### config.mk
export PLATFORM = sky130hd
export DESIGN_NAME = bopd_decoder
export DESIGN_NICKNAME = d
export VERILOG_FILES = /design/src/inc/bopd_pkg.sv /design/src/inc/bopd_fields_if.sv /design/src/design/bopd_decoder.sv /design/src/design/bopd_field_split.sv
export SDC_FILE = /design/constraint.sdc
export NUM_CORES = 1
export LEC_CHECK = 0
export ABC_CLOCK_PERIOD_IN_PS = 14200
export BUFFER_PORTS_ARGS = -buffer_cell sky130_fd_sc_hd__buf_2
export CAP_MARGIN = 10
export CORE_UTILIZATION = 50
export CTS_CLUSTER_DIAMETER = 60
export CTS_CLUSTER_SIZE = 20
export DETAILED_ROUTE_END_ITERATION = 16
export HOLD_SLACK_MARGIN = 0.03
export PLACE_DENSITY = 0.75
export SETUP_SLACK_MARGIN = 0.2
export SLEW_MARGIN = 10
export SYNTH_ARGS = -nofsm -noshare
export SYNTH_HDL_FRONTEND = slang
export SYNTH_SLANG_ARGS = --single-unit
### constraint.sdc
create_clock -name clk -period 14.2 [get_ports clk]
set_clock_uncertainty 0.15 [all_clocks]
set_input_delay 2.84 -clock clk [delete_from_list [all_inputs] [get_ports clk]]
set_output_delay 2.84 -clock clk [all_outputs]
set_load 0.02 [all_outputs]
### src/inc/bopd_pkg.sv
// Constants, field positions and types of the byte-op instruction decoder.
// Assumes a 16-bit program word per fetch and an APB master with 32-bit data.
//
// Notes on behaviour
// - Each instruction is decoded from a 16-bit word, opcode on top, operands below.
// - Destination bit 0 sends result to accumulator, 1 back to the file register.
// - Access bit 0 forces the access bank; 1 takes bank from bank select.
// - Byte and bit operations take their register from the low 8-bit field.
// - Two-word move: 12-bit source in word one (1100), destination in word two (1111).
// - Bit operations pick the target bit by a 3-bit position field.
// - Literal operations take an 8-bit immediate from the low byte.
// - Call and jump build a 20-bit target: low byte first, high twelve from 1111 word.
// - The call format carries a fast bit choosing fast call and return.
// - Unconditional relative branch uses 11-bit offset; conditional ones 8-bit low byte.
// - A second word runs as no-operation, whether alone or consumed by its first word.
// - Program-counter change or true skip costs two cycles, second a no-operation.
// - Read-modify-write of a port register reads pins, not the output latch.
// - Writing the timer zero count clears the prescaler when it is assigned there.
// - Add 0010 01da, add with carry 0010 00da: one cycle, all five flags.
// - Prefix 0001: or 00da, and 01da, xor 10da, complement 11da; zero, negative.
// - Prefix 0110: skip less 000a, equal 001a, greater 010a, zero test 011a; no flags.
// - Decrement 0000 01da, increment 0010 10da all flags; four skip variants no flags.
// - Carry rotates 0011 01da/00da: C, Z, N; plain rotates 0100: Z, N; swap none.
// - Prefix 0101: subtract 11da, with borrow 10da, reverse 01da; move 00da Z, N.
// - Multiply 0000 001a: one cycle, no status flags.
// - Fast bit 1 saves or restores shadow registers; 0 leaves them unused.
// - Multiply result lands in the product high and low byte pair.
package bopd_pkg;
	// Word layout
	localparam int WORD_W = 16;
	localparam int PFX_MSB = 15;
	localparam int PFX_LSB = 12;
	localparam int DEST_BIT = 9;
	localparam int ACCESS_BIT = 8;
	localparam int FAST_BIT = 8;
	localparam int BITPOS_LSB = 9;
	localparam int BITPOS_W = 3;
	localparam int FILE_W = 8;
	localparam int ADDR_W = 12;
	localparam int TARGET_W = 20;
	localparam int LONG_OFF_W = 11;
	localparam int SHORT_OFF_W = 8;
	localparam int OP_FIELD_MSB = 11;
	localparam int BANK_W = 4;
	// Opcode prefixes
	localparam logic [3:0] PFX_MISC = 4'h0;
	localparam logic [3:0] PFX_LOGIC = 4'h1;
	localparam logic [3:0] PFX_ADD = 4'h2;
	localparam logic [3:0] PFX_ROT = 4'h3;
	localparam logic [3:0] PFX_DSKIP = 4'h4;
	localparam logic [3:0] PFX_SUB = 4'h5;
	localparam logic [3:0] PFX_REG = 4'h6;
	localparam logic [3:0] PFX_MOVE = 4'hc;
	localparam logic [3:0] PFX_REL = 4'hd;
	localparam logic [3:0] PFX_CTRL = 4'he;
	localparam logic [3:0] PFX_SECOND = 4'hf;
	// Sub codes in bits 11:10, 11:9 and 11:8
	localparam logic [1:0] SUB2_0 = 2'h0;
	localparam logic [1:0] SUB2_1 = 2'h1;
	localparam logic [1:0] SUB2_2 = 2'h2;
	localparam logic [1:0] SUB2_3 = 2'h3;
	localparam logic [2:0] SUB3_MUL = 3'h1;
	localparam logic [2:0] SUB3_CALL = 3'h6;
	localparam logic [3:0] CTRL_GOTO = 4'hf;
	localparam logic [BANK_W-1:0] ACCESS_BANK = 4'h0;
	// Flag mask bits {C, DC, Z, OV, N}
	localparam logic [4:0] FLAGS_NONE = 5'h00;
	localparam logic [4:0] FLAGS_ALL = 5'h1f;
	localparam logic [4:0] FLAGS_ZN = 5'h05;
	localparam logic [4:0] FLAGS_CZN = 5'h15;
	localparam logic [4:0] FLAGS_Z = 5'h04;
	// APB register byte offsets
	localparam logic [7:0] REG_BANK = 8'h00;
	localparam logic [7:0] REG_CTRL = 8'h04;
	localparam logic [7:0] REG_TIMER = 8'h08;
	localparam logic [7:0] REG_PORT_LO = 8'h0c;
	localparam logic [7:0] REG_PORT_HI = 8'h10;
	localparam logic [7:0] REG_STATUS = 8'h14;
	localparam logic [7:0] REG_COUNT = 8'h18;
	localparam int CTRL_PRESC_BIT = 0;
	localparam int STATUS_PEND_BIT = 8;
	localparam int STATUS_FLUSH_BIT = 9;
	localparam logic [ADDR_W-1:0] TIMER_ADDR_RST = 12'h000;
	localparam logic [ADDR_W-1:0] PORT_LO_RST = 12'h000;
	localparam logic [ADDR_W-1:0] PORT_HI_RST = 12'h000;
	// Decoded operations
	typedef enum logic [5:0] {
		OP_NOP, OP_ADD, OP_ADDC, OP_OR, OP_AND, OP_XOR, OP_COMP,
		OP_SET, OP_CLEAR, OP_NEGATE, OP_ACC_MOVE, OP_CMP_LT, OP_CMP_EQ, OP_CMP_GT,
		OP_TEST_ZERO, OP_DEC, OP_INC, OP_DEC_SZ, OP_DEC_SNZ, OP_INC_SZ, OP_INC_SNZ,
		OP_RL_C, OP_RR_C, OP_RL_PLAIN, OP_RR_PLAIN, OP_SWAP, OP_SUB, OP_SUB_B,
		OP_RSUB_B, OP_REG_MOVE, OP_MUL, OP_REG_REG_MOVE, OP_BRANCH_ALWAYS, OP_REL_CALL,
		OP_COND_BRANCH, OP_CALL, OP_GOTO, OP_OTHER
	} bopd_op_type;
endpackage

### src/inc/bopd_fields_if.sv
// Field bundle between the decoder and its word splitter.
// Assumes the decoder drives the word and the splitter returns pure fields.
`timescale 1ns/1ps
interface bopd_fields_if;
	logic [15:0] word;
	logic [3:0] prefix;
	logic [1:0] sub2;
	logic [2:0] sub3;
	logic [3:0] sub4;
	logic destSel;
	logic accessSel;
	logic fastSel;
	logic [7:0] fileAddr;
	logic [2:0] bitPos;
	logic [7:0] literal;
	logic [11:0] addr12;
	logic [10:0] longOff;
	logic secondTag;
	modport splitter (input word, output prefix, sub2, sub3, sub4, destSel, accessSel,
		fastSel, fileAddr, bitPos, literal, addr12, longOff, secondTag);
	modport decoder (output word, input prefix, sub2, sub3, sub4, destSel, accessSel,
		fastSel, fileAddr, bitPos, literal, addr12, longOff, secondTag);
endinterface

### src/design/bopd_decoder.sv
// Byte-op instruction decoder with APB control and status registers.
// Assumes one fetched word per valid cycle and a datapath that reports skip tests.
//
// Design decisions made here: the APB interface to the registers and the placing of the registers.
`timescale 1ns/1ps
module bopd_decoder #(
	parameter int APB_AW = 8
) (
	// Clock and reset
	input wire logic clk,
	input wire logic rst,
	// APB slave
	input wire logic psel,
	input wire logic penable,
	input wire logic pwrite,
	input wire logic [APB_AW-1:0] paddr,
	input wire logic [31:0] pwdata,
	output logic [31:0] prdata,
	output logic pready,
	output logic pslverr,
	// Fetch path
	input wire logic [15:0] fetchWord,
	input wire logic fetchValid,
	// Datapath feedback: test of the shown conditional instruction is true
	input wire logic testTrue,
	// Decoded controls
	output bopd_pkg::bopd_op_type opCode,
	output logic opValid,
	output logic execNop,
	output logic accWrite,
	output logic regWrite,
	output logic [11:0] regAddr,
	output logic [2:0] bitPos,
	output logic [7:0] literal,
	output logic [4:0] flagMask,
	output logic condOp,
	output logic pcChange,
	output logic [10:0] longOffset,
	output logic [7:0] shortOffset,
	output logic [11:0] moveSrc,
	output logic [11:0] moveDst,
	output logic moveValid,
	output logic [19:0] target,
	output logic targetValid,
	output logic shadowSave,
	output logic productWrite,
	output logic readPins,
	output logic prescalerClear
);
	typedef enum {ST_FIRST, ST_SECOND, ST_FLUSH} bopd_state_type;

	bopd_fields_if fld ();
	bopd_state_type state;
	bopd_state_type next_state;
	logic [bopd_pkg::BANK_W-1:0] bankSel;
	logic prescAssigned;
	logic [11:0] timerAddr;
	logic [11:0] portLo;
	logic [11:0] portHi;
	logic [31:0] decodeCount;
	logic pendCall;
	logic pendFast;
	logic [11:0] pendSrc;
	logic [7:0] pendLow;
	bopd_pkg::bopd_op_type next_op;
	logic [4:0] next_flags;
	logic next_hasDest;
	logic next_writesReg;
	logic next_cond;
	logic next_pc;
	logic next_nop;
	logic next_twoWord;
	logic next_second;
	logic [11:0] next_addr;
	logic rmwOp;
	logic apbAccess;

	assign fld.word = fetchWord;

	bopd_field_split u_split (
		.fld(fld)
	);

	//////////////////////////////////////////////////////////////////////////////
	// Operation decode

	// Opcode table of the byte-oriented group
	always_comb begin
		next_op = bopd_pkg::OP_OTHER;
		next_flags = bopd_pkg::FLAGS_NONE;
		next_hasDest = 1'b1;
		next_writesReg = 1'b1;
		next_cond = 1'b0;
		next_pc = 1'b0;
		case (fld.prefix)
			bopd_pkg::PFX_MISC: begin
				if (fld.sub2 == bopd_pkg::SUB2_1) begin
					next_op = bopd_pkg::OP_DEC;
					next_flags = bopd_pkg::FLAGS_ALL;
				end else if (fld.sub3 == bopd_pkg::SUB3_MUL) begin
					next_op = bopd_pkg::OP_MUL;
					next_hasDest = 1'b0;
					next_writesReg = 1'b0;
				end else begin
					// Control and literal words here touch no file register
					next_writesReg = 1'b0;
				end
			end
			bopd_pkg::PFX_LOGIC: begin
				next_flags = bopd_pkg::FLAGS_ZN;
				case (fld.sub2)
					bopd_pkg::SUB2_0: next_op = bopd_pkg::OP_OR;
					bopd_pkg::SUB2_1: next_op = bopd_pkg::OP_AND;
					bopd_pkg::SUB2_2: next_op = bopd_pkg::OP_XOR;
					default: next_op = bopd_pkg::OP_COMP;
				endcase
			end
			bopd_pkg::PFX_ADD: begin
				case (fld.sub2)
					bopd_pkg::SUB2_0: begin
						next_op = bopd_pkg::OP_ADDC;
						next_flags = bopd_pkg::FLAGS_ALL;
					end
					bopd_pkg::SUB2_1: begin
						next_op = bopd_pkg::OP_ADD;
						next_flags = bopd_pkg::FLAGS_ALL;
					end
					bopd_pkg::SUB2_2: begin
						next_op = bopd_pkg::OP_INC;
						next_flags = bopd_pkg::FLAGS_ALL;
					end
					default: begin
						next_op = bopd_pkg::OP_DEC_SZ;
						next_cond = 1'b1;
					end
				endcase
			end
			bopd_pkg::PFX_ROT: begin
				case (fld.sub2)
					bopd_pkg::SUB2_0: begin
						next_op = bopd_pkg::OP_RR_C;
						next_flags = bopd_pkg::FLAGS_CZN;
					end
					bopd_pkg::SUB2_1: begin
						next_op = bopd_pkg::OP_RL_C;
						next_flags = bopd_pkg::FLAGS_CZN;
					end
					bopd_pkg::SUB2_2: next_op = bopd_pkg::OP_SWAP;
					default: begin
						next_op = bopd_pkg::OP_INC_SZ;
						next_cond = 1'b1;
					end
				endcase
			end
			bopd_pkg::PFX_DSKIP: begin
				case (fld.sub2)
					bopd_pkg::SUB2_0: begin
						next_op = bopd_pkg::OP_RR_PLAIN;
						next_flags = bopd_pkg::FLAGS_ZN;
					end
					bopd_pkg::SUB2_1: begin
						next_op = bopd_pkg::OP_RL_PLAIN;
						next_flags = bopd_pkg::FLAGS_ZN;
					end
					bopd_pkg::SUB2_2: begin
						next_op = bopd_pkg::OP_INC_SNZ;
						next_cond = 1'b1;
					end
					default: begin
						next_op = bopd_pkg::OP_DEC_SNZ;
						next_cond = 1'b1;
					end
				endcase
			end
			bopd_pkg::PFX_SUB: begin
				next_flags = bopd_pkg::FLAGS_ALL;
				case (fld.sub2)
					bopd_pkg::SUB2_0: begin
						next_op = bopd_pkg::OP_REG_MOVE;
						next_flags = bopd_pkg::FLAGS_ZN;
					end
					bopd_pkg::SUB2_1: next_op = bopd_pkg::OP_RSUB_B;
					bopd_pkg::SUB2_2: next_op = bopd_pkg::OP_SUB_B;
					default: next_op = bopd_pkg::OP_SUB;
				endcase
			end
			bopd_pkg::PFX_REG: begin
				// No destination bit here: results go to the register
				next_hasDest = 1'b0;
				case (fld.sub3)
					3'h0: next_op = bopd_pkg::OP_CMP_LT;
					3'h1: next_op = bopd_pkg::OP_CMP_EQ;
					3'h2: next_op = bopd_pkg::OP_CMP_GT;
					3'h3: next_op = bopd_pkg::OP_TEST_ZERO;
					3'h4: next_op = bopd_pkg::OP_SET;
					3'h5: begin
						next_op = bopd_pkg::OP_CLEAR;
						next_flags = bopd_pkg::FLAGS_Z;
					end
					3'h6: begin
						next_op = bopd_pkg::OP_NEGATE;
						next_flags = bopd_pkg::FLAGS_ALL;
					end
					default: next_op = bopd_pkg::OP_ACC_MOVE;
				endcase
				if (fld.sub3 <= 3'h3) begin
					next_cond = 1'b1;
					next_writesReg = 1'b0;
				end
			end
			bopd_pkg::PFX_MOVE: begin
				next_op = bopd_pkg::OP_REG_REG_MOVE;
				next_writesReg = 1'b0;
			end
			bopd_pkg::PFX_REL: begin
				next_op = fld.word[bopd_pkg::OP_FIELD_MSB] ? bopd_pkg::OP_REL_CALL
					: bopd_pkg::OP_BRANCH_ALWAYS;
				next_pc = 1'b1;
				next_writesReg = 1'b0;
			end
			bopd_pkg::PFX_CTRL: begin
				next_writesReg = 1'b0;
				if (!fld.word[bopd_pkg::OP_FIELD_MSB]) begin
					next_op = bopd_pkg::OP_COND_BRANCH;
					next_cond = 1'b1;
				end else if (fld.sub3 == bopd_pkg::SUB3_CALL) begin
					next_op = bopd_pkg::OP_CALL;
				end else if (fld.sub4 == bopd_pkg::CTRL_GOTO) begin
					next_op = bopd_pkg::OP_GOTO;
				end
			end
			bopd_pkg::PFX_SECOND: begin
				next_op = bopd_pkg::OP_NOP;
				next_writesReg = 1'b0;
			end
			default: begin
				next_writesReg = 1'b0;
			end
		endcase
	end

	// Word kind and sequencing
	assign next_nop = (state == ST_FLUSH) || (condOp && testTrue);
	assign next_second = (state == ST_SECOND) && fld.secondTag;
	assign next_twoWord = (next_op == bopd_pkg::OP_REG_REG_MOVE) || (next_op == bopd_pkg::OP_CALL)
		|| (next_op == bopd_pkg::OP_GOTO);
	// Bank choice for the file operand
	assign next_addr = fld.accessSel ? {bankSel, fld.fileAddr}
		: {bopd_pkg::ACCESS_BANK, fld.fileAddr};
	// Operations that read the register and write it back
	assign rmwOp = next_hasDest ? fld.destSel
		: (next_op == bopd_pkg::OP_NEGATE);

	// Sequencer
	always_comb begin
		next_state = state;
		if (fetchValid) begin
			if (next_nop) begin
				next_state = ST_FIRST;
			end else if (next_second) begin
				next_state = pendCall ? ST_FLUSH : ST_FIRST;
			end else if (next_twoWord) begin
				next_state = ST_SECOND;
			end else if (next_pc) begin
				next_state = ST_FLUSH;
			end else begin
				next_state = ST_FIRST;
			end
		end
	end

	// State register
	always_ff @(posedge clk or posedge rst) begin
		if (rst) begin
			state <= ST_FIRST;
		end else begin
			state <= next_state;
		end
	end

	// First-word operands kept for the second word
	always_ff @(posedge clk or posedge rst) begin
		if (rst) begin
			pendCall <= 1'b0;
			pendFast <= 1'b0;
			pendSrc <= '0;
			pendLow <= '0;
		end else if (fetchValid && !next_nop && !next_second && next_twoWord) begin
			pendCall <= (next_op != bopd_pkg::OP_REG_REG_MOVE);
			pendFast <= (next_op == bopd_pkg::OP_CALL) && fld.fastSel;
			pendSrc <= fld.addr12;
			pendLow <= fld.literal;
		end
	end

	//////////////////////////////////////////////////////////////////////////////
	// Registered decode outputs

	// Operation and effects of the current word
	always_ff @(posedge clk or posedge rst) begin
		if (rst) begin
			opCode <= bopd_pkg::OP_NOP;
			opValid <= 1'b0;
			execNop <= 1'b0;
			flagMask <= bopd_pkg::FLAGS_NONE;
			accWrite <= 1'b0;
			regWrite <= 1'b0;
			condOp <= 1'b0;
			pcChange <= 1'b0;
			productWrite <= 1'b0;
			readPins <= 1'b0;
			prescalerClear <= 1'b0;
		end else begin
			opValid <= fetchValid;
			// A lone second word runs as a no-operation too
			execNop <= fetchValid && (next_nop || next_second || fld.secondTag);
			if (!fetchValid || next_nop || next_second) begin
				opCode <= bopd_pkg::OP_NOP;
				flagMask <= bopd_pkg::FLAGS_NONE;
				accWrite <= 1'b0;
				regWrite <= 1'b0;
				condOp <= 1'b0;
				pcChange <= next_second && pendCall && fetchValid;
				productWrite <= 1'b0;
				readPins <= 1'b0;
				prescalerClear <= 1'b0;
			end else begin
				opCode <= next_op;
				flagMask <= next_flags;
				accWrite <= next_hasDest && next_writesReg && !fld.destSel;
				regWrite <= next_writesReg && (!next_hasDest || fld.destSel);
				condOp <= next_cond;
				pcChange <= next_pc;
				productWrite <= (next_op == bopd_pkg::OP_MUL);
				readPins <= next_writesReg && rmwOp && (next_addr >= portLo)
					&& (next_addr <= portHi);
				prescalerClear <= prescAssigned && next_writesReg && (next_addr == timerAddr)
					&& (!next_hasDest || fld.destSel);
			end
		end
	end

	// Operand fields
	always_ff @(posedge clk or posedge rst) begin
		if (rst) begin
			regAddr <= '0;
			bitPos <= '0;
			literal <= '0;
			longOffset <= '0;
			shortOffset <= '0;
		end else if (fetchValid) begin
			regAddr <= next_addr;
			bitPos <= fld.bitPos;
			literal <= fld.literal;
			longOffset <= fld.longOff;
			shortOffset <= fld.literal;
		end
	end

	// Two-word completions
	always_ff @(posedge clk or posedge rst) begin
		if (rst) begin
			moveSrc <= '0;
			moveDst <= '0;
			moveValid <= 1'b0;
			target <= '0;
			targetValid <= 1'b0;
			shadowSave <= 1'b0;
		end else begin
			moveValid <= fetchValid && next_second && !pendCall;
			targetValid <= fetchValid && next_second && pendCall;
			shadowSave <= fetchValid && next_second && pendCall && pendFast;
			if (fetchValid && next_second) begin
				moveSrc <= pendSrc;
				moveDst <= fld.addr12;
				target <= {fld.addr12, pendLow};
			end
		end
	end

	// Count of words decoded as real operations
	always_ff @(posedge clk or posedge rst) begin
		if (rst) begin
			decodeCount <= '0;
		end else if (fetchValid && !next_nop && !fld.secondTag) begin
			decodeCount <= decodeCount + 32'h0000_0001;
		end
	end

	//////////////////////////////////////////////////////////////////////////////
	// APB registers

	assign apbAccess = psel && penable && !pready;

	// Writable registers
	always_ff @(posedge clk or posedge rst) begin
		if (rst) begin
			bankSel <= '0;
			prescAssigned <= 1'b0;
			timerAddr <= bopd_pkg::TIMER_ADDR_RST;
			portLo <= bopd_pkg::PORT_LO_RST;
			portHi <= bopd_pkg::PORT_HI_RST;
		end else if (apbAccess && pwrite) begin
			if (paddr == bopd_pkg::REG_BANK) begin
				bankSel <= pwdata[bopd_pkg::BANK_W-1:0];
			end else if (paddr == bopd_pkg::REG_CTRL) begin
				prescAssigned <= pwdata[bopd_pkg::CTRL_PRESC_BIT];
			end else if (paddr == bopd_pkg::REG_TIMER) begin
				timerAddr <= pwdata[bopd_pkg::ADDR_W-1:0];
			end else if (paddr == bopd_pkg::REG_PORT_LO) begin
				portLo <= pwdata[bopd_pkg::ADDR_W-1:0];
			end else if (paddr == bopd_pkg::REG_PORT_HI) begin
				portHi <= pwdata[bopd_pkg::ADDR_W-1:0];
			end
		end
	end

	// Answer one cycle into the access phase
	always_ff @(posedge clk or posedge rst) begin
		if (rst) begin
			pready <= 1'b0;
			pslverr <= 1'b0;
			prdata <= '0;
		end else begin
			pready <= apbAccess;
			pslverr <= 1'b0;
			prdata <= '0;
			if (apbAccess) begin
				if (paddr == bopd_pkg::REG_BANK) begin
					prdata <= {28'h0000000, bankSel};
				end else if (paddr == bopd_pkg::REG_CTRL) begin
					prdata <= {31'h00000000, prescAssigned};
				end else if (paddr == bopd_pkg::REG_TIMER) begin
					prdata <= {20'h00000, timerAddr};
				end else if (paddr == bopd_pkg::REG_PORT_LO) begin
					prdata <= {20'h00000, portLo};
				end else if (paddr == bopd_pkg::REG_PORT_HI) begin
					prdata <= {20'h00000, portHi};
				end else if (paddr == bopd_pkg::REG_STATUS) begin
					prdata <= {22'h000000, state == ST_FLUSH, state == ST_SECOND,
						2'h0, opCode};
				end else if (paddr == bopd_pkg::REG_COUNT) begin
					prdata <= decodeCount;
				end else begin
					pslverr <= 1'b1;
				end
			end
		end
	end
endmodule // bopd_decoder

### src/design/bopd_field_split.sv
// Word splitter: cuts a program word into its operand fields.
// Assumes the word is stable for the cycle; purely combinational.
`timescale 1ns/1ps
module bopd_field_split (
	// Field bundle
	bopd_fields_if.splitter fld
);
	// Opcode and sub codes on top of the word
	assign fld.prefix = fld.word[bopd_pkg::PFX_MSB:bopd_pkg::PFX_LSB];
	assign fld.sub2 = fld.word[bopd_pkg::OP_FIELD_MSB:bopd_pkg::DEST_BIT+1];
	assign fld.sub3 = fld.word[bopd_pkg::OP_FIELD_MSB:bopd_pkg::DEST_BIT];
	assign fld.sub4 = fld.word[bopd_pkg::OP_FIELD_MSB:bopd_pkg::ACCESS_BIT];
	// Select bits
	assign fld.destSel = fld.word[bopd_pkg::DEST_BIT];
	assign fld.accessSel = fld.word[bopd_pkg::ACCESS_BIT];
	assign fld.fastSel = fld.word[bopd_pkg::FAST_BIT];
	// Operand fields
	assign fld.fileAddr = fld.word[bopd_pkg::FILE_W-1:0];
	assign fld.bitPos = fld.word[bopd_pkg::BITPOS_LSB+bopd_pkg::BITPOS_W-1:bopd_pkg::BITPOS_LSB];
	assign fld.literal = fld.word[bopd_pkg::SHORT_OFF_W-1:0];
	assign fld.addr12 = fld.word[bopd_pkg::ADDR_W-1:0];
	assign fld.longOff = fld.word[bopd_pkg::LONG_OFF_W-1:0];
	assign fld.secondTag = (fld.word[bopd_pkg::PFX_MSB:bopd_pkg::PFX_LSB] == bopd_pkg::PFX_SECOND);
endmodule // bopd_field_split

# After elaboration in Yosys (flattened, before gate mapping)
# Index checks and enable logic that the tools add are counted.
# W data, S select, Z words.
dict set report word_totals {
  register_bits 262
  input_bits 63
  output_inout_bits 143
  word_cells 196
}
dict set report op_classes {
  n_addsub 1
  order_cmp 3
  eq_ne 34
  mux 64
  bitwise 4
  reduce_logical 55
}
# cell n
set ops {}
lappend ops {{$mux W32} 8}
lappend ops {{$pmux W6 S11} 1}
lappend ops {{$pmux W5 S7} 1}
lappend ops {{$add A32 B1 Y32 const B} 1}
lappend ops {{$eq A32 B2 Y1 const B} 1}
lappend ops {{$eq A32 B3 Y1 const B} 1}
lappend ops {{$pmux W4 S7} 1}
lappend ops {{$mux W1} 27}
lappend ops {{$logic_and A1 B1 Y1} 26}
lappend ops {{$mux W5} 5}
lappend ops {{$eq A8 B5 Y1 const B} 3}
lappend ops {{$pmux W4 S3} 2}
lappend ops {{$eq A4 B4 Y1 const B} 5}
lappend ops {{$mux W6} 3}
lappend ops {{$pmux W3 S3} 2}
lappend ops {{$eq A8 B4 Y1 const B} 2}
lappend ops {{$pmux W5 S3} 1}
lappend ops {{$eq A12 B12 Y1} 1}
lappend ops {{$eq A4 B3 Y1 const B} 3}
lappend ops {{$eq A6 B5 Y1 const B} 2}
lappend ops {{$eq A6 B6 Y1 const B} 2}
lappend ops {{$ge A12 B12 Y1} 1}
lappend ops {{$le A12 B12 Y1} 1}
lappend ops {{$mux W12} 1}
lappend ops {{32 further kinds} 60}

# Logic depth before layout (Yosys ltp)
# Gate-level depths: netlist of run 1.
dict set report depth {
  word_depth 11
  depth_mapped 12
  ltp_nobuf 9
}

# Cells and area by module
# Synthesis of run 1 repeated with hierarchy kept, for this count alone.
dict set report hier_totals {
  cells_unflattened 983
  hier_area_um2 10852.9
}
# mod instances cells_per_inst area_per_inst_um2 seq_area_each_um2
set modules_own_cells {}
lappend modules_own_cells {bopd_decoder 1 924 10408.7 5480.3}
lappend modules_own_cells {bopd_field_split 1 59 444.2 0.0}

# Least setup slack after synthesis of run 1
# Ideal clock, no wire load.
dict set report synth_path {
  path_type {input-to-reg}
  from {in fetchWord[11]}
  to {reg pendSrc[0]}
  setup_ps 125
  arrival_ps 5051
  required_time_ps 13925
  path_slack_ps 8874
  cell_stages 12
  path_buffers 3
  path_cell_list {buf_2 > inv_1 > ha_1 > clkbuf_1 > nor2_1 > o31a_1 > o211ai_2 > a21oi_2 > nor4_4 > o21ai_4 > buf_6 > mux2_4}
}
dict set report synth_via {
  elab_chain_len 9
  elab_cells_between_ends 30
  cone_classes {12 x eq/ne; 13 x mux; 5 x reduce/logical}
}
# element line_no
set synth_rtl {}
lappend synth_rtl {{from (decl)} bopd_decoder.sv:22} ;# input wire logic [15:0] fetchWord,
lappend synth_rtl {{$eq A4 B4 Y1} bopd_decoder.sv:228} ;# end else if (fld.sub4 == bopd_pkg::CTRL_GOTO) begin
lappend synth_rtl {{$mux W1} bopd_decoder.sv:228}
lappend synth_rtl {{$mux W3} bopd_decoder.sv:226} ;# end else if (fld.sub3 == bopd_pkg::SUB3_CALL) begin
lappend synth_rtl {{$mux W3} bopd_decoder.sv:223} ;# if (!fld.word[bopd_pkg::OP_FIELD_MSB]) begin
lappend synth_rtl {{$pmux W6 S11 *} bopd_decoder.sv:95} ;# case (fld.prefix)
lappend synth_rtl {{$eq A6 B5 Y1 or $eq A6 B6 Y1 (tied branches)} bopd_decoder.sv:245} ;# assign next_twoWord = (next_op == bopd_pkg::OP_REG_REG_MOVE) || (next_op == bopd_pkg::OP_CALL)
lappend synth_rtl {{$logic_or A1 B1 Y1} bopd_decoder.sv:245}
lappend synth_rtl {{$logic_or A1 B1 Y1 *} bopd_decoder.sv:246} ;# || (next_op == bopd_pkg::OP_GOTO);
lappend synth_rtl {{$logic_and A1 B1 Y1 *} bopd_decoder.sv:288} ;# end else if (fetchValid && !next_nop && !next_second && next_twoWord) begin
lappend synth_rtl {{to (signal assigned)} bopd_decoder.sv:291} ;# pendSrc <= fld.addr12;
lappend synth_rtl {{to (decl)} bopd_decoder.sv:63} ;# logic [11:0] pendSrc;
# Every way passes the cells marked *; elsewhere a longest branch is shown, timed or not.
# A chain may end at the register's enable or synchronous reset.

# Worst setup path in the final report of run 1
dict set report layout_path {
  from {in fetchWord[11]}
  to {reg pendSrc[5]}
}
# Same word-level chain as after synthesis.

==> results by group, run 1 <==
Status
  – Outcome: complete, but fails checks
  – Violated checks: DRC

Placement
  – Place WS: 8170 ps
  – DP Area: 9970 um2
  – PortBufs: 185
  – Post-DP HPWL: 15.8 mm
  – GP Congestion: 0.939

Critical path
  – Crit path from: fetchWord[11]
  – Worst endpoint data arrival time: 5780 ps
  – Reg2reg start: state[1]
  – CP endpoint kind: register
  – Slowest-stage cell, CP: a2111oi_2
  – Crit path max fanout: 15
  – Setup slack, reg-to-reg: 11480 ps
  – R2r endpoint: pendSrc[1]
  – Crit Path Category: in -> reg
  – Critical path's largest stage delay: 630 ps
  – Startpoint types: input port
  – Worst-path cell chain: buf_2 -> inv_1 -> ha_1 -> nor3b_1 -> a21oi_1 -> o22ai_1 -> a2111oi_2 -> nor4_4 -> o21ai_4 -> mux2_2
  – Data required time of the worst path: 14380 ps
  – Worst R2R Path Depth: 7

Logic synthesis
  – Post-synth cell types: 76
  – Register area share after synthesis: 0.500
  – Post-synthesis instance area: 9270 um2
  – Synth Register Bits: 185
  – Asr flop ratio synth: 1.00
  – Avg Cell Area, Syn: 10.9 um2
  – Cell accounting for the most synthesized area: dfrtp_1
  – Yosys warnings: 0
  – Post-Syn Instances: 850
  – Number of enable flip-flop cells after synthesis: 0
  – Top cell type's share of synthesized area: 0.500
  – Total nets after synthesis: 945
  – Synth Flop Type: dfrtp_1
  – Ranking of synthesized cells by area: dfrtp_1 (50%), mux2_2 (7.5%), ha_1 (4.3%), buf_4 (3.9%), xnor2_1 (3.4%)

Global routing
  – First-pass GRT wire length: 36.3 mm
  – Gr usage total: 0.245
  – Initial antenna violation count: 0
  – Vias in the first global route: 6628
  – Grt ovf: 0
  – Largest net degree at the start of global routing: 103

Final layout
  – Proportion of layout cells with a drive suffix above 1: 0.316
  – Finished Cell Area: 10500 um2
  – Biggest regs: decodeCount (32), prdata (32)
  – # diodes: 0
  – Commonest non-fill, non-tap cells in the layout: dfrtp_1 (185), buf_2 (185), mux2_2 (62)
  – Area Overhead vs Synth: 13.7%
  – Layout Nets: 1065

Floorplanning
  – Top Ports: 206
  – # rows: 49
  – Initial Utilization: 0.512
  – Core area: 18100 um2
  – Die area: 19100 um2
  – Chip Width: 138 um
  – Die H: 138 um

Clocking
  – Clk_lat worst skew: 440 ps
  – CTS clk-pin slew, worst paths: 70 ps
  – Clock Tree Buf Depth: 2
  – CTS Buf Count: 17
  – CTS tree: built
  – Root Buffer: clkbuf_16
  – Cts repair resizes: 0
  – Post-CTS Setup Inserts: 0
  – Htree depth: 4
  – Hold buffer count at CTS: 0
  – Sink Count: 185

Pwr
  – Power Density: 126 nW/um2
  – Peak supply drop: 0.0934 mV
  – Leakage: 0.00543 uW

STA
  – Endpoints failing setup: 0
  – Final slew viol count: 0
  – Slew at the pin with the worst max-slew slack: 1030 ps
  – Tcrit/Tclk final: 0.394
  – Fmax: 179 MHz
  – RSZ-0062 raised after global routing: false
  – Period minus WS final: 5600 ps
  – Setup TNS: 0 ps
  – Final worst setup slack: 8600 ps
  – Final Hold Viols: 0
  – Slew headroom: 0.313

Min path
  – Hold Path Origin: decodeCount[31]
  – Hold path depth: 1
  – WHS Endpoint: decodeCount[31]
  – Hold Path Class: reg -> reg

Drt
  – TritonRoute pass-1 iters: 11
  – DRT Wirelength: 22.5 mm
  – Final ANT Viol Nets: 0
  – Drt via density: 5.69
  – Vias: 6892
  – Routed length per instance: 18.5 um
  – Drt initial violations: 507
  – Post-route DRC violation count: 22

Flow run
  – Max-Cap Viols: 0
==> layer usage <==
layer,track usage,share of wire,vias up
met5,0,0,-
met4,0.0869,0.021,0
met3,0.0547,0.065,44
met2,0.383,0.47,299
met1,0.337,0.45,3349
li1,-,-,3200
==> Yosys cell counts, drive strengths merged, types with 5 or more instances <==
cell type	instances
a211oi	7
a21o	6
a21oi	33
a221oi	8
and2	7
and3	35
buf	70
clkbuf	17
dfrtp	185
ha	32
inv	40
mux2	70
nand2	57
nand2b	13
nand3	17
nand4	17
nor2	43
nor3	13
nor4	6
o21ai	51
o22ai	5
or2	6
xnor2	36
xor2	8
==> worst max-delay path by stage <==
stage,endpoint,slack (ps)
final,pendSrc[5],8600
after global routing,pendSrc[5],8400
after CTS,pendSrc[5],8630
after detailed placement,pendSrc[5],8170
after global placement,pendSrc[6],8170
after floorplan,accWrite,6180
==> metrics by stage <==
stage                     power (uW)  hold slack (ps)  std cells   util
after floorplan                  813              288        850      -
after global routing            1390              336       1211  0.583
after global placement           865              303       1180  0.551
after detailed placement         870              308       1180  0.551
after CTS                       1340              321       1211  0.583
final                           1330              330       1211  0.583
==> final cells by class <==
type,count,area (um2)
Clock buffer,18,429
Clock inverter,13,145
Timing Repair Buffer,188,948
Tap cell,229,287
Multi-Input combinational cell,538,3950
Fill cell,1500,7540
Sequential cell,185,4630
Inverter,40,158
==> worst max-delay path: cells and delay by family <==
| kind | cells | cell delay, ps |
|---|---|---|
| fa+ha+maj | 1 | 370 |
| simple gates | 2 | 200 |
| mux | 1 | 400 |
| buf+inv | 2 | 510 |
| compound gates | 4 | 1430 |
==> cells by family (layout without fill, tap and decap cells) <==
group | count (synthesis) | after routing | share of synthesized area
AOI/OAI and AO/OA | 152 | 152 | 0.110
xor gates and xnor gates | 44 | 44 | 0.0416
DFF | 185 | 185 | 0.500
and+or+nand+nor | 235 | 235 | 0.135
muxes | 75 | 75 | 0.0950
adders and majority gates | 32 | 32 | 0.0432
buffers and inverters | 127 | 259 | 0.0755
==> report_power, final <==
group          switching, uW  internal, uW
Sequential              42.5           576
Clock                    212           261
Combinational            147          95.1
Total                    401           932
No activity file was read; power rests on OpenSTA's default activity.
==> run 2: changes to the inputs <==
--- a/config.mk
+++ b/config.mk
@@ -5,7 +5,7 @@
 export SDC_FILE = /design/constraint.sdc
 export NUM_CORES = 1
 export LEC_CHECK = 0
-export ABC_CLOCK_PERIOD_IN_PS = 14200
+export ABC_CLOCK_PERIOD_IN_PS = 5770
 export BUFFER_PORTS_ARGS = -buffer_cell sky130_fd_sc_hd__buf_2
 export CAP_MARGIN = 10
 export CORE_UTILIZATION = 50
==> constraint.sdc (replaced) <==
create_clock -name clk -period 5.77 [get_ports clk]
set_clock_uncertainty 0.15 [all_clocks]
set_input_delay 1.154 -clock clk [delete_from_list [all_inputs] [get_ports clk]]
set_output_delay 1.154 -clock clk [all_outputs]
set_load 0.02 [all_outputs]
==> results by group, run 2 (synthesis gave the netlist of run 1 again) <==
STA
  – Setup TNS: 0 ps
  – Final slew viol count: 0
  – RSZ-0062 raised after global routing: false
  – Tcrit/Tclk final: 0.671
  – Endpoints failing setup: 0
  – Period minus WS final: 3870 ps
  – Final Hold Viols: 0
  – Slew headroom: 0.308
  – Slew at the pin with the worst max-slew slack: 1040 ps
  – Fmax: 258 MHz

Placement
  – Placed cells: 1180
  – Post-DP HPWL: 15.5 mm
  – GP Congestion: 0.904
  – PortBufs: 185

Clocking
  – Cts repair resizes: 0
  – Root Buffer: clkbuf_16
  – Htree depth: 4
  – Sink Count: 185
  – CTS clk-pin slew, worst paths: 70 ps
  – Clock Tree Buf Depth: 2
  – Post-CTS Setup Inserts: 0
  – Hold buffer count at CTS: 0
  – CTS Buf Count: 17
  – CTS tree: built
  – Clk_lat worst skew: 430 ps

Final layout
  – # diodes: 0
  – Proportion of layout cells with a drive suffix above 1: 0.317
  – Commonest non-fill, non-tap cells in the layout: dfrtp_1 (185), buf_2 (185), mux2_2 (62)
  – Biggest regs: decodeCount (32), prdata (32)
  – Non-filler cells, final: 1212
  – Layout Nets: 1065
  – Area Overhead vs Synth: 14.1%

Floorplanning
  – Core area: 18100 um2
  – # rows: 49
  – Chip Width: 138 um
  – Die area: 19100 um2
  – Die H: 138 um
  – Top Ports: 206
  – Initial Utilization: 0.512

Status
  – Outcome: complete, but fails checks
  – Violated checks: DRC

Drt
  – Drt initial violations: 670
  – Drt via density: 5.70
  – TritonRoute pass-1 iters: 11
  – Routed length per instance: 18.0 um
  – Post-route DRC violation count: 20
  – DRT Wirelength: 21.8 mm
  – Final ANT Viol Nets: 0
  – Vias: 6903

Global routing
  – Initial antenna violation count: 0
  – Vias in the first global route: 6539
  – Largest net degree at the start of global routing: 186
  – First-pass GRT wire length: 35.1 mm
  – Grt ovf: 0
  – Gr usage total: 0.235

Min path
  – WHS Endpoint: decodeCount[31]
  – Hold Path Class: reg -> reg
  – Hold path depth: 1
  – Hold Path Origin: decodeCount[31]

Critical path
  – Slowest-stage cell, CP: a2111oi_0
  – Setup slack, reg-to-reg: 3060 ps
  – Worst-path cell chain: buf_2 -> inv_1 -> ha_1 -> nor2_1 -> o21ai_0 -> a31o_2 -> a21oi_2 -> and3b_1 -> nand3b_1 -> a2111oi_0
  – Crit path from: fetchWord[11]
  – Reg2reg start: state[1]
  – CP endpoint kind: register
  – R2r endpoint: pendSrc[0]
  – Data required time of the worst path: 5880 ps
  – Worst R2R Path Depth: 7
  – Startpoint types: input port
  – Critical path's largest stage delay: 650 ps
  – Worst endpoint data arrival time: 3990 ps
  – Crit path max fanout: 15
  – Crit Path Category: in -> reg

Pwr
  – Leakage: 0.00544 uW
  – Power Density: 311 nW/um2
  – Peak supply drop: 0.204 mV

Flow run
  – Max-Cap Viols: 0
==> run 2: cell count changes in the layout (fill, tap and decap cells not counted) <==
cell        previous run  this run
clkbuf_8               0         3
buf_12                 0         1
clkinv_8               0         1
inv_8                  2         1
buf_4                  3         2
clkinv_4               2         3
clkbuf_1               1         0
inv_6                  3         4
bufinv_16              2         1
clkinv_2               3         0
clkinvlp_4             2         3
==> run 2: worst max-delay path: cells and delay by family <==
| kind | cells | cell delay [ps] |
|---|---|---|
| buf+inv | 2 | 470 |
| compound gates | 4 | 1320 |
| simple gates | 3 | 670 |
| fa+ha+maj | 1 | 360 |
==> run 2: worst max path at each step <==
stage            endpoint  cells past startpoint  slack [ps]
2_1_floorplan    accWrite                      1        2090
5_1_grt          readPins                     10        1750
3_5_place_dp     readPins                     10        1470
6_report         readPins                     10        1900
3_3_place_gp   pendSrc[5]                     10        1460
4_1_cts          readPins                     10        1900
==> run 2: power by group <==
| group | switching, uW | leakage [uW] | internal (uW) |
|---|---|---|---|
| registers | 103 | 0.00237 | 1420 |
| clock network | 528 | 0.000289 | 644 |
| logic | 362 | 0.00278 | 235 |
| total | 993 | 0.00544 | 2300 |
==> run 2: per-stage QoR <==
step | hold slack (ps) | power (uW) | worst slack, ps | area [um2] | util
after floorplan | 288 | 2000 | 2090 | 9270 | -
after global placement | 302 | 2130 | 1460 | 9980 | 0.552
after detailed placement | 309 | 2140 | 1470 | 9980 | 0.552
after CTS | 324 | 3310 | 1900 | 10600 | 0.585
after global routing | 358 | 3420 | 1750 | 10600 | 0.585
final | 321 | 3290 | 1900 | 10600 | 0.585
==> run 2: cell type report <==
type                    instances  area, um2
clock buffers                  20        467
clock inverters                12        134
fillers                      1484       7510
inverters                      40        154
multi-input cells             538       3950
flip-flops and latches        185       4630
well taps                     229        287
repair buffers                188        961
==> run 2: routing by layer <==
metal | share of wire | global-route usage | vias to the layer above
li1 | - | - | 3208
met1 | 0.45 | 0.329 | 3342
met2 | 0.45 | 0.365 | 312
met3 | 0.068 | 0.0464 | 41
met4 | 0.026 | 0.0828 | 0
met5 | 0 | 0 | -
